$ cat src/gtt_pkg.sv
// constants, register map and state type for the global-time timer interrupt block
// Summary of operation
// - two independent timers, each with a cycle-set and an offset register
// - cycle set is nine bits: six-bit base cycle, three-bit repetition exponent
// - in a matching cycle, fire when macrotick count reaches the 16-bit offset
// - hard reset clears all four timer configuration registers to zero
// - base cycle in bits 5..0, exponent in bits 10..8, other bits read zero
// - timer 1 offset register holds a full 16-bit read/write offset
package gtt_pkg;
   // register indices; the byte address on the bus is four times the index
   localparam logic [7:0] IDX_T0_CYCLE_SET = 8'h30;
   localparam logic [7:0] IDX_T0_OFFSET = 8'h32;
   localparam logic [7:0] IDX_T1_CYCLE_SET = 8'h34;
   localparam logic [7:0] IDX_T1_OFFSET = 8'h36;
   localparam logic [7:0] IDX_IRQ_STATUS = 8'h38;
   localparam logic [7:0] IDX_IRQ_MASK = 8'h39;
   localparam int BASE_LSB = 0;
   localparam int BASE_W = 6;
   localparam int REP_LSB = 8;
   localparam int REP_W = 3;
   localparam logic [2:0] REP_MAX = 3'h6;
   localparam logic [15:0] CFG_RESET = 16'h0000;
   localparam logic [1:0] MASK_RESET = 2'h0;
   localparam int ADDR_W = 10;
   typedef enum logic [1:0] {
      BUS_IDLE = 2'b01,
      BUS_ACK = 2'b10
   } gtt_bus_t;
endpackage

$ cat src/gtt_timers.sv
// two global-time timers with wishbone register access and a shared interrupt
//
// The Wishbone interface to the registers was chosen for this implementation.
`timescale 1ns/1ps
module gtt_timers #(
   parameter int NUM_TIMERS = 2
) (
   input wire logic sys_clk, // 40 MHz system clock
   input wire logic rst, // asynchronous reset, active high
   input wire logic [gtt_pkg::ADDR_W-1:0] wbAdr, // byte address
   input wire logic [31:0] wbDatI, // write data
   input wire logic [3:0] wbSel, // byte lane selects
   input wire logic wbWe, // write enable
   input wire logic wbCyc, // bus cycle
   input wire logic wbStb, // strobe
   input wire logic [5:0] cycleCount, // controller cycle counter
   input wire logic [15:0] macrotick, // macrotick count since cycle start
   output logic [31:0] wbDatO, // read data, registered
   output logic wbAck, // acknowledge, registered
   output logic [1:0] timerEvent, // one-cycle pulse per timer, registered
   output logic irq // level interrupt, registered
);
   // usage notes for software and integrators:
   // - a register sits at a byte address four times its index
   // - only the low half of the data bus carries register contents
   // - writes honour byte lanes 0 and 1; lanes 2 and 3 reach no register
   // - cycle-set reserved bits are dropped on write and read back as zero
   // - membership compares only the low exponent bits of cycle and base,
   //   so a base at or above two to the exponent aliases onto a smaller one
   // - an exponent of seven is outside the supported range; it compares all six cycle bits
   // - each timer fires at most once per cycle number
   // - a timer re-arms when the cycle number changes
   // - a macrotick that stalls on the offset does not flood the interrupt line
   // - moving the offset within a cycle after the timer fired does not fire it again there
   // - reset leaves both timers matching every cycle at macrotick zero,
   //   so software programs them before the cycle counter starts
   // - the status register clears on read and returns the value before the clear
   // - an event in the clearing cycle survives the clear
   // - the mask register has the layout of the status register
   // - the interrupt line follows status and mask from a flip-flop
   // - every access is answered one cycle after it is taken, reads included
   // - the master may present the next request in the cycle after the acknowledge
   // - a strobe left high through the acknowledge cycle is not taken twice
   // - read data is valid only in the acknowledge cycle
   // - unmapped indices read zero and ignore writes, but are still acknowledged
   // - cycle and macrotick inputs are taken as synchronous to the system clock
   // - the macrotick input is expected to restart from zero in each new cycle
   // - a cycle number that jumps still re-arms, since only a change is looked at
   // - the timer pulse and the status bit rise on the same edge
   // - with no buffering, an event is lost only if status was already set

   // bits of a cycle-set register that are stored; the rest are reserved
   localparam logic [15:0] CSET_KEEP = (16'h003f << gtt_pkg::BASE_LSB) | (16'h0007 << gtt_pkg::REP_LSB);

   typedef struct packed {
      gtt_pkg::gtt_bus_t bus;
      logic [31:0] rdat;
      logic [1:0][15:0] cset;
      logic [1:0][15:0] offs;
      logic [1:0] done;
      logic [1:0] evt;
      logic [1:0] stat;
      logic [1:0] mask;
      logic irq;
      logic [5:0] lastCycle;
   } gtt_state_t;

   gtt_state_t st_r, st_nxt;

   // elaboration check: the register map holds exactly two timers
   if (NUM_TIMERS != 2) begin : g_chk
      $error("gtt_timers supports exactly two timers");
   end

   // elaboration checks: the package layout must agree with what the logic assumes
   if (gtt_pkg::BASE_W != 6) begin : g_chk_base
      $error("base cycle field must match the six-bit cycle counter");
   end
   if (gtt_pkg::REP_W != 3) begin : g_chk_rep
      $error("repetition exponent field must be three bits");
   end
   if (gtt_pkg::BASE_LSB + gtt_pkg::BASE_W > gtt_pkg::REP_LSB) begin : g_chk_overlap
      $error("base cycle and exponent fields overlap");
   end
   if (gtt_pkg::REP_LSB + gtt_pkg::REP_W > 16) begin : g_chk_top
      $error("exponent field leaves the 16-bit register");
   end
   if (int'(gtt_pkg::REP_MAX) > gtt_pkg::BASE_W) begin : g_chk_repmax
      $error("largest exponent exceeds the cycle counter width");
   end
   if (gtt_pkg::ADDR_W < 10) begin : g_chk_adr
      $error("address too narrow for the register index");
   end
   if (gtt_pkg::IDX_T1_CYCLE_SET != gtt_pkg::IDX_T0_CYCLE_SET + 8'h04) begin : g_chk_cs_pair
      $error("timer cycle-set registers must lie four indices apart");
   end
   if (gtt_pkg::IDX_T1_OFFSET != gtt_pkg::IDX_T0_OFFSET + 8'h04) begin : g_chk_of_pair
      $error("timer offset registers must lie four indices apart");
   end
   if (gtt_pkg::CFG_RESET != 16'h0000) begin : g_chk_reset
      $error("timer configuration must clear to zero");
   end
   if (gtt_pkg::IDX_IRQ_STATUS == gtt_pkg::IDX_IRQ_MASK) begin : g_chk_irq_idx
      $error("status and mask need their own indices");
   end
   if (gtt_pkg::IDX_IRQ_STATUS >= gtt_pkg::IDX_T0_CYCLE_SET
       && gtt_pkg::IDX_IRQ_STATUS <= gtt_pkg::IDX_T1_OFFSET) begin : g_chk_stat_idx
      $error("status index collides with the timer registers");
   end
   if ((gtt_pkg::BUS_IDLE & gtt_pkg::BUS_ACK) != 2'b00) begin : g_chk_onehot
      $error("bus states must be one-hot");
   end

   // cycle membership: low c bits of cycle equal base (base < 2^c assumed)
   function automatic logic cycleHit(input logic [15:0] cs, input logic [5:0] cyc);
      logic [5:0] msk;
      logic [2:0] rep;
      rep = cs[gtt_pkg::REP_LSB +: gtt_pkg::REP_W];
      msk = 6'((7'h01 << rep) - 7'h01);
      cycleHit = ((cyc & msk) == (cs[gtt_pkg::BASE_LSB +: gtt_pkg::BASE_W] & msk));
   endfunction

   // byte-lane mask of a 16-bit register; the upper lanes reach no register
   function automatic logic [15:0] laneMask(input logic [3:0] sel);
      laneMask = {sel[1] ? 8'hff : 8'h00, sel[0] ? 8'hff : 8'h00};
   endfunction

   // merge a write: only selected lanes change, only kept bits are stored
   function automatic logic [15:0] mergeWrite(input logic [15:0] old, input logic [3:0] sel,
         input logic [15:0] dat, input logic [15:0] keep);
      logic [15:0] lanes;
      lanes = laneMask(sel) & keep;
      mergeWrite = (old & ~lanes) | (dat & lanes);
   endfunction

   // index of timer i's cycle-set register
   function automatic logic [7:0] csetIdx(input int i);
      csetIdx = gtt_pkg::IDX_T0_CYCLE_SET + 8'(4 * i);
   endfunction

   // index of timer i's offset register
   function automatic logic [7:0] offsIdx(input int i);
      offsIdx = gtt_pkg::IDX_T0_OFFSET + 8'(4 * i);
   endfunction

   // cycle-set read view with reserved bits forced to zero
   function automatic logic [31:0] csetView(input logic [15:0] cs);
      csetView = {16'h0000, cs & CSET_KEEP};
   endfunction

   // due: cycle in the set, offset reached, not yet fired in this cycle
   function automatic logic timerDue(input logic [15:0] cs, input logic [15:0] ofs, input logic [5:0] cyc,
         input logic [15:0] mt, input logic fired, input logic [5:0] prevCyc);
      logic inSet;
      logic atOffset;
      logic spent;
      inSet = cycleHit(cs, cyc);
      atOffset = (mt == ofs);
      spent = fired && (cyc == prevCyc);
      timerDue = inSet && atOffset && !spent;
   endfunction

   // bus state machine: idle takes a request, the ack state lasts exactly one cycle
   function automatic gtt_pkg::gtt_bus_t busNext(input gtt_pkg::gtt_bus_t cur, input logic req);
      case (cur)
         gtt_pkg::BUS_IDLE: begin
            if (req) begin
               busNext = gtt_pkg::BUS_ACK;
            end else begin
               busNext = gtt_pkg::BUS_IDLE;
            end
         end
         gtt_pkg::BUS_ACK: begin
            busNext = gtt_pkg::BUS_IDLE;
         end
         default: begin
            busNext = gtt_pkg::BUS_IDLE;
         end
      endcase
   endfunction

   // apply one register write; unmapped indices leave the state unchanged
   function automatic gtt_state_t writeRegs(input gtt_state_t s, input logic [7:0] idx, input logic [3:0] sel,
         input logic [31:0] dat);
      writeRegs = s;
      for (int i = 0; i < 2; i++) begin
         if (idx == csetIdx(i)) begin
            writeRegs.cset[i] = mergeWrite(s.cset[i], sel, dat[15:0], CSET_KEEP);
         end
         if (idx == offsIdx(i)) begin
            writeRegs.offs[i] = mergeWrite(s.offs[i], sel, dat[15:0], 16'hffff);
         end
      end
      if (idx == gtt_pkg::IDX_IRQ_MASK && sel[0]) begin
         writeRegs.mask = dat[1:0];
      end
   endfunction

   // sticky status: a set in the clearing cycle wins over the clear
   function automatic logic [1:0] statusNext(input logic [1:0] stat, input logic [1:0] clr, input logic [1:0] evt);
      statusNext = (stat & ~clr) | evt;
   endfunction

   // level interrupt: any unmasked status bit
   function automatic logic irqLevel(input logic [1:0] stat, input logic [1:0] mask);
      irqLevel = |(stat & mask);
   endfunction

   // read mux by register index
   function automatic logic [31:0] readReg(input gtt_state_t s, input logic [7:0] idx);
      if (idx == gtt_pkg::IDX_T0_CYCLE_SET) begin
         readReg = csetView(s.cset[0]);
      end else if (idx == gtt_pkg::IDX_T0_OFFSET) begin
         readReg = {16'h0000, s.offs[0]};
      end else if (idx == gtt_pkg::IDX_T1_CYCLE_SET) begin
         readReg = csetView(s.cset[1]);
      end else if (idx == gtt_pkg::IDX_T1_OFFSET) begin
         readReg = {16'h0000, s.offs[1]};
      end else if (idx == gtt_pkg::IDX_IRQ_STATUS) begin
         readReg = {30'h00000000, s.stat};
      end else if (idx == gtt_pkg::IDX_IRQ_MASK) begin
         readReg = {30'h00000000, s.mask};
      end else begin
         readReg = 32'h00000000; // unmapped reads zero, still acknowledged
      end
   endfunction

   // next-state logic
   always_comb begin
      logic [7:0] idx;
      logic wr;
      logic rd;
      logic [1:0] clr;
      st_nxt = st_r;
      idx = 8'(wbAdr[gtt_pkg::ADDR_W-1:2]);
      wr = 1'b0;
      rd = 1'b0;
      clr = 2'h0;
      st_nxt.evt = 2'h0;
      st_nxt.lastCycle = cycleCount;
      // classic wishbone: one wait state, ack dropped after one cycle
      st_nxt.bus = busNext(st_r.bus, wbCyc && wbStb);
      // taken only from idle, so a strobe left high in the ack cycle is not taken twice
      if (st_r.bus == gtt_pkg::BUS_IDLE && wbCyc && wbStb) begin
         wr = wbWe;
         rd = !wbWe;
         st_nxt.rdat = readReg(st_r, idx);
      end
      // register writes honour low byte lanes; reserved bits are not stored
      if (wr) begin
         st_nxt = writeRegs(st_nxt, idx, wbSel, wbDatI);
      end
      if (rd && idx == gtt_pkg::IDX_IRQ_STATUS) begin
         clr = 2'h3; // read clears status
      end
      // timers: compare offset in matching cycles, once per cycle
      for (int i = 0; i < 2; i++) begin
         if (cycleCount != st_r.lastCycle) begin
            st_nxt.done[i] = 1'b0; // new cycle re-arms
         end
         if (timerDue(st_r.cset[i], st_r.offs[i], cycleCount, macrotick, st_r.done[i], st_r.lastCycle)) begin
            st_nxt.evt[i] = 1'b1;
            st_nxt.done[i] = 1'b1;
         end
      end
      // sticky status: a set in the clearing cycle wins
      st_nxt.stat = statusNext(st_r.stat, clr, st_nxt.evt);
      st_nxt.irq = irqLevel(st_nxt.stat, st_nxt.mask);
   end

   // state register
   always_ff @(posedge sys_clk or posedge rst) begin
      if (rst) begin
         st_r.bus <= gtt_pkg::BUS_IDLE;
         st_r.rdat <= 32'h00000000;
         st_r.cset <= {gtt_pkg::CFG_RESET, gtt_pkg::CFG_RESET};
         st_r.offs <= {gtt_pkg::CFG_RESET, gtt_pkg::CFG_RESET};
         st_r.done <= 2'h0;
         st_r.evt <= 2'h0;
         st_r.stat <= 2'h0;
         st_r.mask <= gtt_pkg::MASK_RESET;
         st_r.irq <= 1'b0;
         st_r.lastCycle <= 6'h00;
      end else begin
         st_r <= st_nxt;
      end
   end

   assign wbDatO = st_r.rdat;
   assign wbAck = (st_r.bus == gtt_pkg::BUS_ACK);
   assign timerEvent = st_r.evt;
   assign irq = st_r.irq;
endmodule

$ cat config.mk
export PLATFORM = sky130hd
export DESIGN_NAME = gtt_timers
export DESIGN_NICKNAME = d
export VERILOG_FILES = /design/src/gtt_pkg.sv /design/src/gtt_timers.sv
export SDC_FILE = /design/constraint.sdc
export NUM_CORES = 1
export LEC_CHECK = 0
export BUFFER_PORTS_ARGS = -buffer_cell sky130_fd_sc_hd__clkbuf_2
export CORE_MARGIN = 2
export CORE_UTILIZATION = 30
export DETAILED_ROUTE_END_ITERATION = 10
export SYNTH_ARGS = -nofsm -noshare
export SYNTH_HDL_FRONTEND = slang
export SYNTH_SLANG_ARGS = --single-unit
$ cat constraint.sdc
create_clock -name sys_clk -period 5.55 [get_ports sys_clk]
set_input_delay 1.11 -clock sys_clk [delete_from_list [all_inputs] [get_ports sys_clk]]
set_output_delay 1.11 -clock sys_clk [all_outputs]
set_load 0.01 [all_outputs]
# ---- Yosys cells after proc, flatten, opt, wreduce, memory -nomap -nowiden
# Index checks and enable logic that the tools add are counted.
dict set report classes {
  add_sub_neg 2
  mul 0
  n_div 0
  n_lt_le_gt_ge 0
  eq_ne 14
  n_shift 2
  muxes 22
  bitwise 20
  n_reduce_logical 21
}
# cell n
set op_table {}
lappend op_table {{$and 16x16->16} 5}
lappend op_table {{$mux 16} 4}
lappend op_table {{$or 16x16->16} 4}
lappend op_table {{$eq 8x6->1 const B} 6}
lappend op_table {{$eq 16x16->1} 2}
lappend op_table {{$mux 32} 1}
lappend op_table {{$and 6x6->6} 4}
lappend op_table {{$eq 6x6->1} 3}
lappend op_table {{$and 16x11->16} 1}
lappend op_table {{$mux 8} 2}
lappend op_table {{$not 11->16} 1}
lappend op_table {{$not 16->16} 1}
lappend op_table {{$mux 2} 6}
lappend op_table {{$shl 1x3->6 const A} 2}
lappend op_table {{$sub 6x1->6 const B} 2}
lappend op_table {{$logic_and 1x1->1} 11}
lappend op_table {{$mux 9} 1}
lappend op_table {{$mux 1} 8}
lappend op_table {{$reduce_and 2->1} 4}
lappend op_table {{$ne 6x6->1} 1}
lappend op_table {{$and 2x2->2} 2}
lappend op_table {{$reduce_bool 2->1} 2}
lappend op_table {{$logic_not 1->1} 3}
lappend op_table {{$eq 2x1->1 const B} 1}
lappend op_table {{other kinds (4)} 4}
dict set report totals {
  regBits 113
  latchBits 0
  ram_bits 0
  mem_bits_ro 0
  output_inout_bits 36
  word_cells 94
  n_memories 0
}

# ---- Depth between registers and ports, before layout
dict set report logic_depth {
  word_depth 11
  ltp_mapped 6
  ltp_nobuf 5
}

# ---- Worst setup path before layout
# No wires, ideal clock.
dict set report synth_path {
  kind {input to register}
  start {input port wbAdr[8] in the netlist's numbering}
  end {register st_r (netlist bit wbDatO[0])}
  setup_ps 136
  arrival_ps 2405
  required_time_ps 5414
  setup_slack_ps 3009
  path_stages 6
  path_buffers 1
  path_cell_list {nand4bb_4 -> nor4_4 -> buf_2 -> inv_1 -> o221ai_1 -> o211ai_1}
}
dict set report synth_between {
  elab_chain_cells 8
  word_cells_on_any_way 13
}
# element line
set synth_lines {}
lappend synth_lines {{start, declared} gtt_timers.sv:10} ;# input wire logic [gtt_pkg::ADDR_W-1:0] wbAdr,
lappend synth_lines {{$eq 8x6->1} gtt_timers.sv:221} ;# end else if (idx == gtt_pkg::IDX_IRQ_MASK) begin
lappend synth_lines {{$mux 2} gtt_timers.sv:221}
lappend synth_lines {{$mux 2} gtt_timers.sv:219} ;# end else if (idx == gtt_pkg::IDX_IRQ_STATUS) begin
lappend synth_lines {{$mux 16} gtt_timers.sv:217} ;# end else if (idx == gtt_pkg::IDX_T1_OFFSET) begin
lappend synth_lines {{$mux 16} gtt_timers.sv:215} ;# end else if (idx == gtt_pkg::IDX_T1_CYCLE_SET) begin
lappend synth_lines {{$mux 16} gtt_timers.sv:213} ;# end else if (idx == gtt_pkg::IDX_T0_OFFSET) begin
lappend synth_lines {{$mux 16 *} gtt_timers.sv:211} ;# if (idx == gtt_pkg::IDX_T0_CYCLE_SET) begin
lappend synth_lines {{$mux 32 *} gtt_timers.sv:244} ;# if (st_r.bus == gtt_pkg::BUS_IDLE && wbCyc && wbStb) begin
lappend synth_lines {{end signal, assigned} gtt_timers.sv:285} ;# st_r <= st_nxt;
lappend synth_lines {{end, declared} gtt_timers.sv:68} ;# gtt_state_t st_r, st_nxt;
# Every way passes the cells marked *; elsewhere a longest branch is shown, timed or not.
# A chain may end at the register's enable or synchronous reset.

==> results.cfg <==
[die]
row_count = 43
floorplan.core_area_um2 = 14000
die-area_um2 = 15400
floorplan.die.width_um = 124
chipHeight_um = 124
start_util_pct = 31.0
design.portCount = 109

[synth]
async_reset_ff_share_pct = 100
synthesis.yosys.warnings = 0
ys_seq_elements = 83
synthesis.area_per_instance_um2 = 11.5
synth.largest_area_cell = sky130_fd_sc_hd__dfrtp_1
synthesis.instances = 376
post_synth_num_cell_types = 47
synth_top_area_share_pct = 47.3
cell_area_after_synthesis_um2 = 4340
synth_top_flop_cell = sky130_fd_sc_hd__dfrtp_1
synth_edf_count = 0
synth.area.top_cells = sky130_fd_sc_hd__dfrtp_1, sky130_fd_sc_hd__mux2_2, sky130_fd_sc_hd__xnor2_1, sky130_fd_sc_hd__buf_4, sky130_fd_sc_hd__xor2_1
synth.yosys.seq_area_share_pct = 47.9

[pwr]
seq_power_share_pct = 45.5
intPower_uw = 1070
switching_share_pct = 22.9
switchingPower_uw = 317
vdd_drop_max_mv = 0.122
power.density_nw_per_um2 = 275
leakage_uw = 0.00243
power_frac_clock_pct = 45.7
comb_power_share_pct = 8.7

[clocking]
cts.repair_timing.setup_buffer_count = 0
clk-insertion-delay-late_ns = 0.34
cts.htree.levels = 3
clk_root_buffer_cell = sky130_fd_sc_hd__clkbuf_16
cts_tree = built
cts-root-to-sink-buffers = 2
cts.clk_slew.worst_paths_ns = 0.06
clock_sink_count = 83
cts_hold_buf = 0
cts_made_buffers = 9
cts_resized = 0

[critical_path]
timing_worst_setup_path_type = in2reg
peak_fanout_along_the_critical_path = 18
cp_data_arrival_time_ns = 3.13
worstSetupEndpointType = flip-flop
start_kind = input port
required_ns = 5.78

[timing]
final-hold-violation-count = 0
finalSetupViolCount = 0
totalNegativeSetupSlack_ns = 0
finalHoldWorstSlack_ns = 0.482
worst_slew_pin_slew_ns = 0.917
final_critical_path_share_of_the_clock_period_pct = 52.3
fmax_ghz = 0.344
finalMaxSlewViolations = 0
rsz0062_at_grt = false
skew_ns = 0.00543
period_minus_slack_ns = 2.90
worst_slew_margin_rel_pct = 38.7

[cells_and_area]
layout.nets = 505
finalCoreUtilization_pct = 35.9
finish.cell_count_without_fillers = 617
design_area_um2 = 5020
antenna-diode-count = 0
synthToLayoutAreaGrowth_pct = 15.7
multi_input_comb_area_um2 = 2000
layout.filler_cells = 1407
layout.area.seq_um2 = 2080
share_of_layout_cells_above_drive_strength_1_pct = 35.5

[global_routing]
gr-total-overflow = 0
grt_antenna_before_repair = 0
largest_net_degree_at_the_start_of_global_routing = 61
first_global_vias = 3159
grt_pass1_wl_mm = 17.5
groute.usage.overall_pct = 14.7

[flow_run]
max-cap-violations = 0

[routing]
drcViolationCount = 0
route.vias.total = 3031
ant_nets = 0
wirelength_mm = 11.2
via_per_inst = 4.91
drt_pass1_iterations = 4
wire_per_inst_um = 18.1
iteration_0_drc_count_of_the_detailed_router = 138

[place]
placer_congestion = 0.835
count_of_buffers_inserted_at_the_top_level_ports = 72
hpwl_mm = 8.44
placed_cell_area_um2 = 4700
placed_cells = 601

[outcome]
status = complete, no violations

[min_path]
hold_class = reg2reg
## through the flow
step                      setup slack (ns)  power [uW]
after detailed placement              2.34         763
final                                 2.65        1380
after global placement                2.32         760
after global routing                  2.58        1430
after floorplan                       2.30         725
after CTS                             2.69        1390
## area by class of cell
type / count / area share (%)
clock inverter: 1 / 0.598
inverter: 3 / 0.249
sequential: 83 / 41.4
clock buffer: 15 / 5.73
multi-input combinational: 260 / 39.9
timing repair buffer: 75 / 7.63
tap: 180 / 4.49
## power groups by stage
| stage | Sequential [uW] | Clock, uW | Combinational (uW) |
|---|---|---|---|
| detailed placement | 641 | 0 | 122 |
| floorplan | 638 | 0 | 86.5 |
| global route | 631 | 666 | 134 |
| global placement | 640 | 0 | 121 |
| finish | 630 | 632 | 120 |
| CTS | 630 | 640 | 123 |
## synth_stat cells, types with 8 or more instances
cell type,number
sky130_fd_sc_hd__xnor2_1,33
sky130_fd_sc_hd__nand4_1,10
sky130_fd_sc_hd__nor2_1,30
sky130_fd_sc_hd__buf_4,34
sky130_fd_sc_hd__nand2_1,18
sky130_fd_sc_hd__xor2_1,17
sky130_fd_sc_hd__a21oi_1,8
sky130_fd_sc_hd__a221oi_1,8
sky130_fd_sc_hd__a221o_1,8
sky130_fd_sc_hd__mux2_2,52
sky130_fd_sc_hd__dfrtp_1,82
## final timing paths
path / startpoint / to / slack, ns / depth (start not counted)
hold reg to reg: wbDatO[2] / wbDatO[2] / 0.48 / 2
hold / removal: wbDatO[2] / wbDatO[2] / 0.48 / 2
setup / recovery: wbAdr[8] / flip-flop / 2.65 / 5
min in group asynchronous: rst / wbDatO[10] / 0.74 / 2
setup reg to reg: st_r[111] / wbDatO[1] / 3.15 / 5
max in group asynchronous: rst / async pin / 3.71 / 3
## logic make-up after synthesis
group           count (synthesis)  synth area share, %
simple gates                   92                 12.1
xor+xnor                       50                 10.1
mux                            54                 14.0
other cells                     1               0.0864
buf+inv                        48                 7.21
flops                          83                 47.9
compound gates                 48                 8.71
## routing by layer
metal / routed length (um) / vias up / track usage (%)
li1: - / 1407 / -
met5: 0 / - / 0
met3: 638 / 15 / 3.65
met4: 153 / 0 / 3.90
met2: 5400 / 109 / 24.3
met1: 4970 / 1500 / 19.3
## worst max-delay path, stage by stage
cell and delay, ns:
sky130_fd_sc_hd__clkbuf_2 0.09, sky130_fd_sc_hd__nand4bb_4 0.28, sky130_fd_sc_hd__nor3_4 0.78, sky130_fd_sc_hd__nand2_1 0.47, sky130_fd_sc_hd__mux2_2 0.39
## placed cells by master (no fill, tap or decap), types with 9 or more instances in the layout
cell type                   synthesis  routed
sky130_fd_sc_hd__clkbuf_2           0      72
sky130_fd_sc_hd__mux2_2            52      52
sky130_fd_sc_hd__nand4_1           10      10
sky130_fd_sc_hd__dfrtp_1           82      82
sky130_fd_sc_hd__nor2_1            30      30
sky130_fd_sc_hd__xnor2_1           33      33
sky130_fd_sc_hd__clkbuf_16          0       9
sky130_fd_sc_hd__xor2_1            17      17
sky130_fd_sc_hd__nand2_1           18      18
sky130_fd_sc_hd__conb_1             1      16
No activity file was read; power rests on OpenSTA's default activity.
